## src/pkg/table_xfer_pkg.sv

```systemverilog
// Constants, types and the overview for the table-transfer execution logic
// Overview of operation
// RL1: Split opcode copies source bits 7..4 to second register, 3..0 to accumulator, one cycle.
// RL2: Table lookup decodes on upper opcode bits 0010; low six bits give the page.
// RL3: Lookup start increments stack index, pushes PC, loads page field with immediate page.
// RL4: In-page address is data-pointer bits 2..0 above accumulator bits 3..0.
// RL5: Fetched word bits 7..4 load second register, bits 3..0 load accumulator.
// RL6: With transfer flag set, word bits 9..8 go to data pointer 1..0, bit 2 cleared.
// RL7: After the fetch, PC is popped from the stack entry, then stack index decrements.
// RL8: Lookup uses one return stack level temporarily; one free level is needed.
// RL9: Execution resumes after the lookup; carry and skip are never touched.
package table_xfer_pkg;
    localparam int        WORD_W        = 10;
    localparam int        PAGE_W        = 7;
    localparam int        INPAGE_W      = 7;
    localparam int        PC_W          = PAGE_W + INPAGE_W;
    localparam int        NIB_W         = 4;
    localparam logic [9:0] OP_SPLIT     = 10'h02A;
    localparam logic [3:0] OP_TABLE_HI  = 4'h2;
    localparam int        TABLE_CYCLES  = 3;
    localparam int        STACK_DEPTH   = 8;
    localparam int        SI_W          = $clog2(STACK_DEPTH);

    typedef struct packed {
        logic [NIB_W-1:0] acc;
        logic [NIB_W-1:0] breg;
        logic [2:0]       dptr;
    } regs_t;

    typedef enum logic [1:0] {
        ST_IDLE,
        ST_FETCH,
        ST_RESTORE
    } exec_state_t;
endpackage : table_xfer_pkg

```

## src/verilog/return_stack_mem.sv

```systemverilog
// Return-address stack storage, indexed by the stack index
`timescale 1ns/100ps
`default_nettype none
module return_stack_mem
    import table_xfer_pkg::*;
#(
    parameter int DEPTH = STACK_DEPTH,
    parameter int AW    = SI_W
) (
    input  wire logic            clk_in,
    input  wire logic            resetn_in,
    input  wire logic            wr_in,
    input  wire logic [AW-1:0]   idx_in,
    input  wire logic [PC_W-1:0] wdata_in,
    output logic      [PC_W-1:0] rdata_out
);
    logic [PC_W-1:0] entry [DEPTH];

    assign rdata_out = entry[idx_in];

    always_ff @(posedge clk_in or negedge resetn_in) begin
        if (!resetn_in) begin
            for (int i = 0; i < DEPTH; i++) begin
                entry[i] <= '0;
            end
        end else if (wr_in) begin
            entry[idx_in] <= wdata_in;
        end
    end
endmodule : return_stack_mem
`default_nettype wire

```

## src/verilog/table_opcode_decode.sv

```systemverilog
// Opcode decoder for the split and table-lookup instructions
`timescale 1ns/100ps
`default_nettype none
module table_opcode_decode
    import table_xfer_pkg::*;
(
    input  wire logic [WORD_W-1:0] opcode_in,
    output logic                   is_split_out,
    output logic                   is_table_out,
    output logic [5:0]             page_out
);
    assign is_split_out = (opcode_in == OP_SPLIT); // RL1
    assign is_table_out = (opcode_in[9:6] == OP_TABLE_HI); // RL2
    assign page_out     = opcode_in[5:0]; // RL2
endmodule : table_opcode_decode
`default_nettype wire

```

## src/verilog/table_transfer_instr_exec.sv

```systemverilog
// Execution of the split transfer and the three-cycle table lookup
//
// The strobed register port and the address map were decided locally.
`timescale 1ns/100ps
`default_nettype none
module table_transfer_instr_exec
    import table_xfer_pkg::*;
#(
    parameter int DEPTH = STACK_DEPTH
) (
    input  wire logic                  clk_in,
    input  wire logic                  resetn_in,
    input  wire logic                  instr_valid_in,
    input  wire logic [WORD_W-1:0]     opcode_in,
    input  wire logic [PC_W-1:0]       pc_in,
    input  wire logic [7:0]            src_reg_in,
    input  wire logic [NIB_W-1:0]      acc_in,
    input  wire logic [2:0]            dptr_in,
    input  wire logic                  upper_bits_transfer_flag_in,
    input  wire logic [WORD_W-1:0]     rom_data_in,
    output logic      [PC_W-1:0]       rom_addr_out,
    output logic                       rom_rd_out,
    output regs_t                      regs_out,
    output logic                       acc_we_out,
    output logic                       breg_we_out,
    output logic                       dptr_we_out,
    output logic                       busy_out,
    output logic                       pc_load_out,
    output logic      [PC_W-1:0]       pc_value_out,
    output logic      [SI_W-1:0]       stack_index_out,
    output logic                       stack_overflow_out
);
    exec_state_t         state;
    exec_state_t         next_state;
    logic [SI_W-1:0]     stack_index;
    logic                is_split;
    logic                is_table;
    logic [5:0]          page;
    logic [PC_W-1:0]     popped_pc;
    logic [SI_W-1:0]     push_index;
    logic                start_split;
    logic                start_table;
    logic                push_wr;
    logic [PC_W-1:0]     lookup_addr;

    table_opcode_decode u_decode (
        .opcode_in    (opcode_in),
        .is_split_out (is_split),
        .is_table_out (is_table),
        .page_out     (page)
    );

    assign start_split = instr_valid_in && (state == ST_IDLE) && is_split;
    assign start_table = instr_valid_in && (state == ST_IDLE) && is_table;
    assign push_index  = SI_W'(stack_index + 1'b1); // RL3
    assign push_wr     = start_table; // RL3 RL8

    // Page field from immediate, in-page field from pointer and accumulator
    assign lookup_addr = {PAGE_W'(page), dptr_in, acc_in}; // RL3 RL4

    return_stack_mem #(
        .DEPTH (DEPTH),
        .AW    (SI_W)
    ) u_stack (
        .clk_in    (clk_in),
        .resetn_in (resetn_in),
        .wr_in     (push_wr),
        .idx_in    (start_table ? push_index : stack_index),
        .wdata_in  (pc_in), // RL3
        .rdata_out (popped_pc)
    );

    always_comb begin
        case (state)
            ST_IDLE:    next_state = start_table ? ST_FETCH : ST_IDLE;
            ST_FETCH:   next_state = ST_RESTORE;
            ST_RESTORE: next_state = ST_IDLE;
            default:    next_state = ST_IDLE;
        endcase
    end

    always_ff @(posedge clk_in or negedge resetn_in) begin
        if (!resetn_in) begin
            state       <= ST_IDLE;
            stack_index <= '0;
        end else begin
            state <= next_state;
            if (start_table) begin
                stack_index <= push_index; // RL3
            end else if (state == ST_RESTORE) begin
                stack_index <= SI_W'(stack_index - 1'b1); // RL7
            end
        end
    end

    // Stack use indicator: a push made while the index is at the last level wraps to level 0
    always_ff @(posedge clk_in or negedge resetn_in) begin
        if (!resetn_in) begin
            stack_overflow_out <= 1'b0;
        end else begin
            stack_overflow_out <= start_table && (stack_index == SI_W'(DEPTH - 1)); // RL8
        end
    end

    always_ff @(posedge clk_in or negedge resetn_in) begin
        if (!resetn_in) begin
            rom_addr_out <= '0;
            rom_rd_out   <= 1'b0;
        end else begin
            rom_rd_out <= start_table;
            if (start_table) begin
                rom_addr_out <= lookup_addr; // RL4
            end
        end
    end

    always_ff @(posedge clk_in or negedge resetn_in) begin
        if (!resetn_in) begin
            regs_out    <= '0;
            acc_we_out  <= 1'b0;
            breg_we_out <= 1'b0;
            dptr_we_out <= 1'b0;
        end else begin
            acc_we_out  <= start_split || (state == ST_FETCH);
            breg_we_out <= start_split || (state == ST_FETCH);
            dptr_we_out <= (state == ST_FETCH) && upper_bits_transfer_flag_in; // RL6
            if (start_split) begin
                regs_out.breg <= src_reg_in[7:4]; // RL1
                regs_out.acc  <= src_reg_in[3:0]; // RL1
            end else if (state == ST_FETCH) begin
                regs_out.breg <= rom_data_in[7:4]; // RL5
                regs_out.acc  <= rom_data_in[3:0]; // RL5
                if (upper_bits_transfer_flag_in) begin
                    regs_out.dptr <= {1'b0, rom_data_in[9:8]}; // RL6
                end
            end
        end
    end

    // Program counter is handed back from the stack; carry and skip are untouched
    always_ff @(posedge clk_in or negedge resetn_in) begin
        if (!resetn_in) begin
            busy_out     <= 1'b0;
            pc_load_out  <= 1'b0;
            pc_value_out <= '0;
        end else begin
            busy_out    <= (next_state != ST_IDLE);
            pc_load_out <= (state == ST_RESTORE); // RL7 RL9
            if (state == ST_RESTORE) begin
                pc_value_out <= popped_pc; // RL7 RL9
            end
        end
    end

    assign stack_index_out = stack_index;
endmodule : table_transfer_instr_exec
`default_nettype wire

```

## config.mk

```make
export PLATFORM = sky130hd
export DESIGN_NAME = table_transfer_instr_exec
export DESIGN_NICKNAME = d
export VERILOG_FILES = /design/src/pkg/table_xfer_pkg.sv /design/src/verilog/return_stack_mem.sv /design/src/verilog/table_opcode_decode.sv /design/src/verilog/table_transfer_instr_exec.sv
export SDC_FILE = /design/constraint.sdc
export NUM_CORES = 1
export LEC_CHECK = 0
export ABC_AREA = 1
export ABC_CLOCK_PERIOD_IN_PS = 2700
export BUFFER_PORTS_ARGS = -buffer_cell sky130_fd_sc_hd__buf_2
export CAP_MARGIN = 5
export CORE_MARGIN = 3
export CORE_UTILIZATION = 50
export CTS_CLUSTER_SIZE = 24
export DETAILED_ROUTE_END_ITERATION = 6
export PLACE_DENSITY = 0.71
export RECOVER_POWER = 50
export SYNTH_ARGS = -nofsm -noshare
export SYNTH_HDL_FRONTEND = slang
export SYNTH_HIERARCHICAL = 1
export SYNTH_SLANG_ARGS = --single-unit
```

## constraint.sdc

```tcl
create_clock -name clk_in -period 2.7 [get_ports clk_in]
set_clock_uncertainty 0.2 [all_clocks]
set_input_delay 0.27 -clock clk_in [delete_from_list [all_inputs] [get_ports clk_in]]
set_output_delay 0.27 -clock clk_in [all_outputs]
set_load 0.03 [all_outputs]
```

### After elaboration in Yosys (flattened, before gate mapping)

Index checks and enable logic that the tools add are counted.

* register bits after elaboration: 160
* latch bits: 0
* memory bits (writable): 0
* memory bits (read-only): 0
* word-level logic and storage cells: 58
* memories: 0

* add/subtract/negate cells: 2
* $mul: 0
* divide/modulo/power cells: 0
* $lt $le $gt $ge: 2
* equal/unequal tests: 5
* shift operators: 0
* mux-type cells: 14
* bitwise logic cells: 2
* reductions and logical operators: 12

Operators with widths (number)
* 112-bit bitwise mux: 1
* 14-bit binary-select mux with 3-bit select: 1
* 14-bit demux with 3-bit select: 1
* 14-bit 2-to-1 mux: 3
* 11-bit 2-to-1 mux: 1
* 10-bit by 6-bit equality test with 1-bit output, second input constant: 1
* 3-bit 2-to-1 mux: 3
* 8-bit 2-to-1 mux: 1
* 1-bit logical AND: 6
* 2-bit nonzero test: 3
* 4-bit by 2-bit equality test with 1-bit output, second input constant: 1
* 4-bit >= comparator, second input constant: 1
* 4-bit by 1-bit less-than comparator with 1-bit output, second input constant: 1
* 3-bit inverter with 4-bit output: 1
* 2-bit case mux with 2 select lines: 1
* 3-bit by 1-bit adder with 3-bit output, second input constant: 1
* 3-bit equality test, second input constant: 1
* 3-bit AND reduction: 1
* 3-bit by 1-bit subtractor with 3-bit output, second input constant: 1
* 2-bit by 1-bit equality test with 1-bit output, second input constant: 1
* 2-bit equality test, second input constant: 1
* 2-bit logical NOT: 1
* 2-bit 2-to-1 mux: 1
* 1-bit logical OR: 1
* other kinds (2): 2

### Longest topological paths before layout

Gate-level depths: netlist of the first run.

* depth after elaboration: 10
* mapped depth: 17

### Hierarchy

Netlist of the first run, hierarchy kept.

Modules (own cells, without submodules)
* return_stack_mem: instances 1, cells each 723, area each 5370.2 µm²
* table_transfer_instr_exec: instances 1, cells each 233, area each 2074.5 µm²
* table_opcode_decode: instances 1, cells each 17, area each 96.3 µm²

### Worst setup path before layout of the first run

Ideal clock, no wire load.

* kind: register to register
* from: register stack_index[0], in the netlist stack_index_out[0]
* to: register pc_value_out[11]
* setup time: 0.065 ns
* arrival: 2.141 ns
* required time: 2.435 ns
* slack: 0.294 ns
* stages on the path, launching flop included: 14
* buffers on the path: 1
* period minus slack after synthesis: 2.406 ns
* path through: dfrtp_1 -> ha_1 -> ha_1 -> nand4_1 -> o21ai_0 -> inv_2 -> nor2_4 -> buf_2 -> nand3_1 -> nand2_1 -> inv_1 -> nand2_1 -> nand2_1 -> nand2_1

* cells in the longest elaborated chain, start to end: 6

Ends and longest elaborated chain
* start, declared: RTL line table_transfer_instr_exec.sv:35 `logic [SI_W-1:0] stack_index;`
* start signal, assigned: RTL line table_transfer_instr_exec.sv:89 `stack_index <= push_index;`
* start signal, assigned: RTL line table_transfer_instr_exec.sv:91 `stack_index <= SI_W'(stack_index - 1'b1);`
* 3-bit by 1-bit adder with 3-bit output: RTL line table_transfer_instr_exec.sv:55 `assign push_index = SI_W'(stack_index + 1'b1);`
* 3-bit 2-to-1 mux *: RTL line table_transfer_instr_exec.sv:68 `.idx_in (start_table ? push_index : stack_index),`
* 3-bit inverter with 4-bit output (implied by the code) *: RTL line return_stack_mem.sv:19 `assign rdata_out = entry[idx_in];`
* 14-bit binary-select mux with 3-bit select *: RTL line return_stack_mem.sv:19
* 14-bit 2-to-1 mux (implied by the code) * (2 in series): RTL line return_stack_mem.sv:19
* net popped_pc[11]: RTL line table_transfer_instr_exec.sv:39 `logic [PC_W-1:0] popped_pc;`
* end signal, assigned: RTL line table_transfer_instr_exec.sv:150 `pc_value_out <= popped_pc;`
* end, declared: RTL line table_transfer_instr_exec.sv:29 `output logic [PC_W-1:0] pc_value_out,`

Mark *: on every way through the listed nets, which the timed path passes. The rest lies on a longest branch. The select of a mux whose other input is x is not followed.
A chain may end at the register's enable or synchronous reset.

### Worst setup path after layout of the first run

* from: register state[1]
* to: register regs_out[1] (netlist name)

* cells in the longest elaborated chain, start to end: 5
* elaborated cells between the ends (all ways): 6
* classes of those cells: eq/ne: 1; bitwise: 1; reduce/logical: 4

Ends and longest elaborated chain
* start, declared: RTL line table_transfer_instr_exec.sv:33 `exec_state_t state;`
* start signal, assigned: RTL line table_transfer_instr_exec.sv:87 `state <= next_state;`
* 2-bit logical NOT: RTL line table_transfer_instr_exec.sv:53 `assign start_split = instr_valid_in && (state == ST_IDLE) && is_split;`
* 1-bit logical AND (2 in series): RTL line table_transfer_instr_exec.sv:53
* 1-bit inverter (no source line)
* 3-bit AND reduction (no source line) *
* end, declared: RTL line table_transfer_instr_exec.sv:23 `output regs_t regs_out,`

Every way passes the cells marked *; elsewhere a longest branch is shown, timed or not.

==> out/qor.yml, run 1 <==
setup_ws_ns: 0.173
fin_util: 0.640
yosysTopAreaCell: "dfrtp_1"
die_y_um: 129
io_pins: 102
cellPowerDensity_nw_per_um2: 862
total_power_mw: 8.07
cts_root_buf: "clkbuf_16"
fin_cells: 1323
fin_setup_tns_ns: 0
min_from: "instr_valid_in"
fillers: 1296
tightest_slew_ns: 1.76
cp-end-kind: "flop"
io_buffers: 99
syn_inst: 973
multiInputGateArea_um2: 2880
wl_per_cell_um: 14.3
setup_violations: 0
drt_iter0_markers: 503
placementRows: 44
min_path_cells: 3
min_to: "state[0]"
arrival_ns: 2.68
reg2reg_to: "regs_out[1]"
crit_type: "reg2reg"
gp_congestion: 0.776
syn_area_um2: 7540
clock.fmax_mhz: 396
cts_buffer_depth: 2
first_pass_iters: 6
status: "complete, but fails checks"
failed_checks: "capacitance limit, slew limit"
vias: 6496
fp.dieW_um: 129
drc_errors: 0
insertion_delay_ns: 0.42
synthTopCellsByArea: "dfrtp_1 (53%), nand2_1 (24%), o21ai_0 (6.2%)"
grt-ovfl-total: 0
routed_wl_um: 18900
cap_violations: 1
rsz0062_at_grt: "false"
antenna_left: 0
cts_tree: "yes"
start_kind: "flop"
r2r_slack_ns: 0.17
final_area_um2: 9370
avgSynthCellArea_um2: 7.75
finalMaxSlewViolations: 72
die_area_um2: 16600
cts_buffers: 17
pre_cts_ws_ns: 0.176
initial_core_util: 0.515
grt_antenna_before_repair: 0
area_delta_synth_final_pct: 24.3
ir_drop_mv: 0.459
n_antenna_cell: 0
grt_pass1_vias: 6182
grt_pass1_wl_um: 31200
grt_max_degree: 72
path_clk_slew_ns: 0.06
track_usage: 0.240
r2r_start: "state[1]"
hp-class: "in2reg"
layout_commonest_cell: "nand2_1"
drive_gt1_frac: 0.143
worstRegToRegCells: 7
timing.final.crit_share: 0.936
ys_types: 27
hold_viol: 0
numClockSinks: 160
cts.htree.levels: 4
synth_top_area_share: 0.531
crit_required_ns: 2.85
ys_seq_area_frac: 0.531
synth_warnings: 6
fin_nets: 1182
vias_per_cell: 4.91
layout_common_cells: "nand2_1 (475), dfrtp_1 (160), inv_1 (94)"
cp_max_fo: 11
synth_seq_cells: 160
dp_hpwl_um: 12200
cp-startpoint: "state[1]"
core_area_um2: 14600
p_leak_nw: 4.94
place_area_um2: 8330
seq_area_um2: 4000
dp_cells: 1241
layout_min_cycle_time_ns: 2.53
relSlewSlack: -0.177
hold_ws_ns: 0.0669
[power by group]
group | internal (mW) | switching, mW
registers | 2.92 | 0.286
logic | 0.792 | 1.59
clock network | 1.55 | 0.935
total | 5.26 | 2.81
[routing by layer]
layer  share of wire  wire length (um)  up-vias  track usage
met5               0                 0        -            0
met4           0.011               211        0       0.0710
met3           0.060              1140       19       0.0419
met2            0.48              9130      201        0.402
met1            0.45              8400     3008        0.323
li1                -                 -     3268            -
[Yosys cell counts, drive strengths merged]
cell      n
o21ai   122
nand3b    1
nand3    32
buf      40
xor2      1
nand2   486
dfrtp   160
nor2     14
inv     101
conb      1
ha        3
clkbuf   10
nand4     1
a21oi     1
[worst max-delay path: stages (launching register included)]
cell and delay, ns:
dfrtp_1 0.43, nor2_2 0.41, nand2_2 0.13, inv_2 0.09
nand2_1 0.05, dlygate4sd3_1 0.56, nand2_1 0.06, dlygate4sd3_1 0.54
[how the worst max path moves through the flow]
| stage | slack [ns] | to | cells past startpoint |
|---|---|---|---|
| 5_1_grt | 0.01 | pc_value_out[3] | 13 |
| 3_5_place_dp | 0.18 | u_stack/entry[93] | 13 |
| 3_3_place_gp | 0.23 | u_stack/entry[94] | 13 |
| 2_1_floorplan | 0.29 | pc_value_out[11] | 13 |
| 6_report | 0.17 | regs_out[1] | 7 |
| 4_1_cts | 0.19 | regs_out[0] | 7 |
[registers in the layout, summed over array words and instances, names as in the netlist]
| signal | cells |
|---|---|
| u_stack/entry | 112 |
| stack_overflow_out | 1 |
| rom_addr_out | 13 |
| pc_value_out | 14 |
| dptr_we_out | 1 |
| state | 2 |
| pc_load_out | 1 |
| breg_we_out | 1 |
| stack_index_out | 3 |
| busy_out | 1 |
| regs_out | 10 |
| rom_rd_out | 1 |
[final cells by class]
cell class | count | area share
inverters | 101 | 0.0410
repair buffers | 183 | 0.134
clock buffers | 23 | 0.0521
flip-flops and latches | 160 | 0.427
well taps | 184 | 0.0246
multi-input cells | 663 | 0.307
clock inverters | 9 | 0.0137
[logic make-up (layout without fill, tap and decap cells)]
logic type / Yosys count / count (layout) / share of synthesized area
AND/OR/NAND/NOR: 534 / 534 / 0.287
flip-flops: 160 / 160 / 0.531
buffers and inverters: 151 / 316 / 0.0903
AO/OA/AOI/OAI: 123 / 123 / 0.0856
adder cells (fa/ha/maj): 3 / 3 / 0.00498
other: 1 / 2 / 0.000497
XOR/XNOR: 1 / 1 / 0.00116
[what timing repair did]
action	CTS	global route
gates resized for setup	0	0
hold endpoints to repair	103	0
buffers inserted	0	0
hold buffers	50	0
(Power assumes the default switching activity.)
==> run 2, diff against run 1 <==
Settings changed: GPL_TIMING_DRIVEN set to 0.
==> out/qor.yml, run 2 (synthesis results as in run 1) <==
placementRows: 44
relSlewSlack: 0.216
fin_nets: 1199
min_from: "pc_in[12]"
cts_buffer_depth: 2
grt_max_degree: 117
worst_path_most_repeated_cell: "ha_1"
drive_gt1_frac: 0.166
tightest_slew_ns: 1.18
grt_pass1_vias: 6544
ir_drop_mv: 0.733
fillers: 1290
wl_per_cell_um: 14.8
top_regs: "u_stack/entry: 112 flops, pc_value_out: 14 flops, rom_addr_out: 13 flops"
grt_pass1_wl_um: 32000
hp-class: "in2reg"
n_antenna_cell: 0
hold_ws_ns: 0.0525
dp_hpwl_um: 12900
fin_util: 0.642
layout_common_cells: "nand2_1 (475), dfrtp_1 (160), inv_1 (95)"
timing.final.crit_share: 0.950
cp-startpoint: "stack_index_out[0]"
path_clk_slew_ns: 0.06
drc_errors: 0
pre_cts_ws_ns: -0.395
vias_per_cell: 4.97
layout_min_cycle_time_ns: 2.57
clock.fmax_mhz: 390
die_y_um: 129
grt-ovfl-total: 0
setup_violations: 0
area_delta_synth_final_pct: 24.6
p_leak_nw: 5.03
cts_tree: "yes"
rsz0062_at_grt: "true"
cp_max_fo: 10
cp_num_buf_inv: 2
cts.htree.levels: 4
numClockSinks: 160
start_kind: "flop"
cp-end-kind: "flop"
track_usage: 0.246
regMostFlops: "u_stack/entry"
die_area_um2: 16600
io_buffers: 99
crit_required_ns: 2.79
cap_violations: 0
drt_iter0_markers: 487
fp.dieW_um: 129
status: "finished clean"
grt_antenna_before_repair: 0
arrival_ns: 2.65
cts_buffers: 17
setup_ws_ns: 0.134
insertion_delay_ns: 0.42
gp_congestion: 0.815
routed_wl_um: 19900
layout_commonest_cell: "nand2_1"
vias: 6653
core_area_um2: 14600
crit_chain: "ha_1 > ha_1 > nand4_1 > o21ai_2 > inv_2 > nor2_4 > nand2_2 > buf_2 > nand2_1 > o21ai_0"
finalMaxSlewViolations: 0
hold_viol: 0
cpPeakStageDelay_ns: 0.41
largest_reg_flops: 112
antenna_left: 0
first_pass_iters: 6
initial_core_util: 0.515
r2r_slack_ns: 0.13
seq_area_um2: 4000
cp_slowest_cell: "dfrtp_1"
crit_type: "reg2reg"
total_power_mw: 7.95
cts_root_buf: "clkbuf_16"
cellPowerDensity_nw_per_um2: 846
multiInputGateArea_um2: 2870
critPathTopFamily: "simple AND/OR/NAND/NOR gates"
r2r_start: "stack_index_out[0]"
io_pins: 102
run 2: path summary, 6_finish.rpt:
path	to	cells past startpoint
setup / recovery	u_stack/entry[40]	10
hold / removal	u_stack/entry[12]	3
setup reg to reg	u_stack/entry[40]	10
hold reg to reg	rom_addr_out[12]	2
max in group asynchronous	u_stack/entry[43]	3
min in group asynchronous	rom_addr_out[5]	2
run 2: worst register-to-register path, delay by kind of cell, from the launching register on:
family	cells	cell delay (ns)
DFF	1	0.41
and+or+nand+nor	4	0.64
AOI/OAI and AO/OA	2	0.26
adders and majority gates	2	0.48
buffers and inverters	2	0.43
run 2: area by class of cell:
cell class | instances | area share
Buffer | 50 | 0.0340
Multi-Input combinational cell | 663 | 0.306
Sequential cell | 160 | 0.426
Timing Repair Buffer | 150 | 0.106
Clock inverter | 8 | 0.0109
Inverter | 101 | 0.0409
Clock buffer | 23 | 0.0519
Tap cell | 184 | 0.0245
run 2: repair_timing:
| item | in CTS | in global routing |
|---|---|---|
| endpoints found under the hold margin | 81 | 0 |
| gates resized for setup | 4 | 22 |
| setup buffers | 0 | 0 |
| hold buffers | 50 | 0 |
| endpoints found under the setup margin | 36 | 92 |
run 2: metal layers:
layer | global-route usage | wire, um
met2 | 0.411 | 9430
met5 | 0 | 0
met1 | 0.319 | 8690
met3 | 0.0494 | 1290
met4 | 0.0939 | 463
run 2: where the power goes:
part           leakage (nW)  switching [mW]  internal [mW]  total [mW]
sequential             2.08           0.275           2.92        3.19
combinational          2.66            1.60          0.754        2.36
clock                 0.286           0.941           1.46        2.40
run 2: per-stage QoR:
stage                     instance area [um2]  cells  setup TNS [ns]
after floorplan                          7540    974               0
after global placement                   8270   1257         -214.23
after detailed placement                 8310   1258          -13.56
after CTS                                9420   1339               0
after global routing                     9400   1339          -0.815
final                                    9400   1339               0
==> run 3, diff against run 2 <==
Settings changed: ABC_CLOCK_PERIOD_IN_PS 2700 to unset, CORE_ASPECT_RATIO set to 0.7, PLACE_DENSITY 0.71 to 0.82.
==> out/qor.yml, run 3 (synthesis results as in run 1) <==
die_y_um: 109
core_area_um2: 14300
vias: 6949
layout_commonest_cell: "nand2_1"
fin_nets: 1203
timing.final.crit_share: 0.957
grt_pass1_vias: 6517
drive_gt1_frac: 0.145
layout_common_cells: "nand2_1 (473), dfrtp_1 (160), inv_1 (94)"
grt_antenna_before_repair: 0
cpPeakStageDelay_ns: 0.43
cellPowerDensity_nw_per_um2: 854
vias_per_cell: 5.15
hp-class: "in2reg"
r2r_slack_ns: 0.12
status: "complete, but fails checks"
cp_num_buf_inv: 2
drc_errors: 0
tightest_slew_ns: 1.69
cap_violations: 1
antenna_left: 0
crit_type: "reg2reg"
cts_buffer_depth: 2
min_from: "pc_in[12]"
top_regs: "u_stack/entry: 112 flops, pc_value_out: 14 flops, rom_addr_out: 13 flops"
worst_path_most_repeated_cell: "ha_1"
finalMaxSlewViolations: 68
power.share.clock: 0.295
final_area_um2: 9420
numClockSinks: 160
failed_checks: "capacitance limit, slew limit"
setup_violations: 0
cts.htree.levels: 4
insertion_delay_ns: 0.42
io_pins: 102
reg2reg_to: "u_stack/entry[54]"
initial_core_util: 0.526
die_area_um2: 16600
ir_drop_mv: 0.418
p_leak_nw: 4.94
r2r_start: "stack_index_out[0]"
cts_buffers: 17
arrival_ns: 2.66
p_seq_frac: 0.399
cts_root_buf: "clkbuf_16"
grt_max_degree: 94
clock.fmax_mhz: 387
largest_reg_flops: 112
fp.dieW_um: 153
rsz0062_at_grt: "false"
placementRows: 36
gp_congestion: 0.862
crit_required_ns: 2.78
combPwrFrac: 0.306
cp_max_fo: 10
n_antenna_cell: 0
hold_ws_ns: 0.0971
cp_slowest_cell: "dfrtp_1"
routed_wl_um: 20400
first_pass_iters: 5
drt_iter0_markers: 787
cp-end-kind: "flop"
io_buffers: 99
start_kind: "flop"
critPathTopFamily: "simple AND/OR/NAND/NOR gates"
place_area_um2: 8310
switchingPower_mw: 2.92
min_path_cells: 3
area_delta_synth_final_pct: 24.9
crit_chain: "ha_1 > ha_1 > nand4_1 > o21ai_4 > inv_4 > nor2_4 > nand2_2 > buf_2 > nand2_1 > o21ai_0"
worstRegToRegCells: 10
wl_per_cell_um: 15.1
path_clk_slew_ns: 0.06
layout_min_cycle_time_ns: 2.58
grt-ovfl-total: 0
min_to: "u_stack/entry[12]"
grt_pass1_wl_um: 32900
relSlewSlack: -0.124
p_int_mw: 5.12
hold_viol: 0
p_sw_frac: 0.363
regMostFlops: "u_stack/entry"
track_usage: 0.248
dp_hpwl_um: 13300
cts_tree: "yes"
==> run 3: changes by cell type in the layout (fill, tap and decap cells not counted), moves of 2 or more <==
cell	change
nand2_2	+3
buf_6	+3
clkbuf_1	+32
nand2_1	-2
buf_2	-31
clkbuf_2	-2
buf_4	+5
==> run 3: repair_timing <==
| action | in CTS | in global routing |
|---|---|---|
| pin swaps | 0 | 2 |
| setup buffers | 0 | 4 |
| hold buffers | 50 | 0 |
| endpoints found under the hold margin | 104 | 0 |
| endpoints found under the setup margin | 14 | 39 |
| gates resized for setup | 4 | 27 |
==> run 3: worst max path at each step <==
stage / from / endpoint / cells past startpoint
after CTS: state[1] / pc_value_out[9] / 13
final: stack_index_out[0] / u_stack/entry[54] / 10
after global placement: resetn_in / u_stack/entry[67] / 1
after detailed placement: opcode_in[9] / pc_value_out[10] / 16
after floorplan: stack_index_out[0] / pc_value_out[11] / 13
after global routing: stack_index_out[0] / u_stack/entry[44] / 9
==> run 3: through the flow <==
step                      setup TNS [ns]  std cells  utilization  power [mW]  setup slack (ns)
after global placement           -190.03       1263        0.578        5.45             -1.18
after floorplan                        0        974            -        4.78             0.294
final                                  0       1350        0.658        8.05             0.116
after detailed placement           -5.23       1264        0.580        5.51            -0.322
after global routing                   0       1350        0.658        8.51         0.0000222
after CTS                              0       1346        0.657        7.99            0.0168
==> run 3: tightest hold or removal path, stage by stage <==
cell,delay [ns]
buf_2,0.07
inv_1,0.15
a21oi_1,0.17
==> run 3: cell type report <==
cell class,count,area (um2)
buffer,50,333
clock buffer,24,482
clock inverter,8,104
fill,1148,4900
inverter,101,387
multi-input combinational,663,2880
sequential,160,4000
tap,190,238
timing repair buffer,154,995
==> run 3: routing by layer <==
metal  track usage  vias to the layer above  part of all wire  wire length (um)
li1              -                     3320                 -                 -
met1         0.350                     3304              0.45              9130
met2         0.392                      305              0.46              9340
met3        0.0627                       20             0.086              1750
met4        0.0553                        0             0.010               213
met5             0                        -                 0                 0
==> run 3: power groups by stage <==
stage               combinational, mW  clock [mW]  sequential [mW]
finish                           2.46        2.38             3.21
global route                     2.73        2.52             3.26
CTS                              2.38        2.41             3.19
detailed placement               2.29           0             3.22
global placement                 2.24           0             3.21
floorplan                        1.25           0             3.53
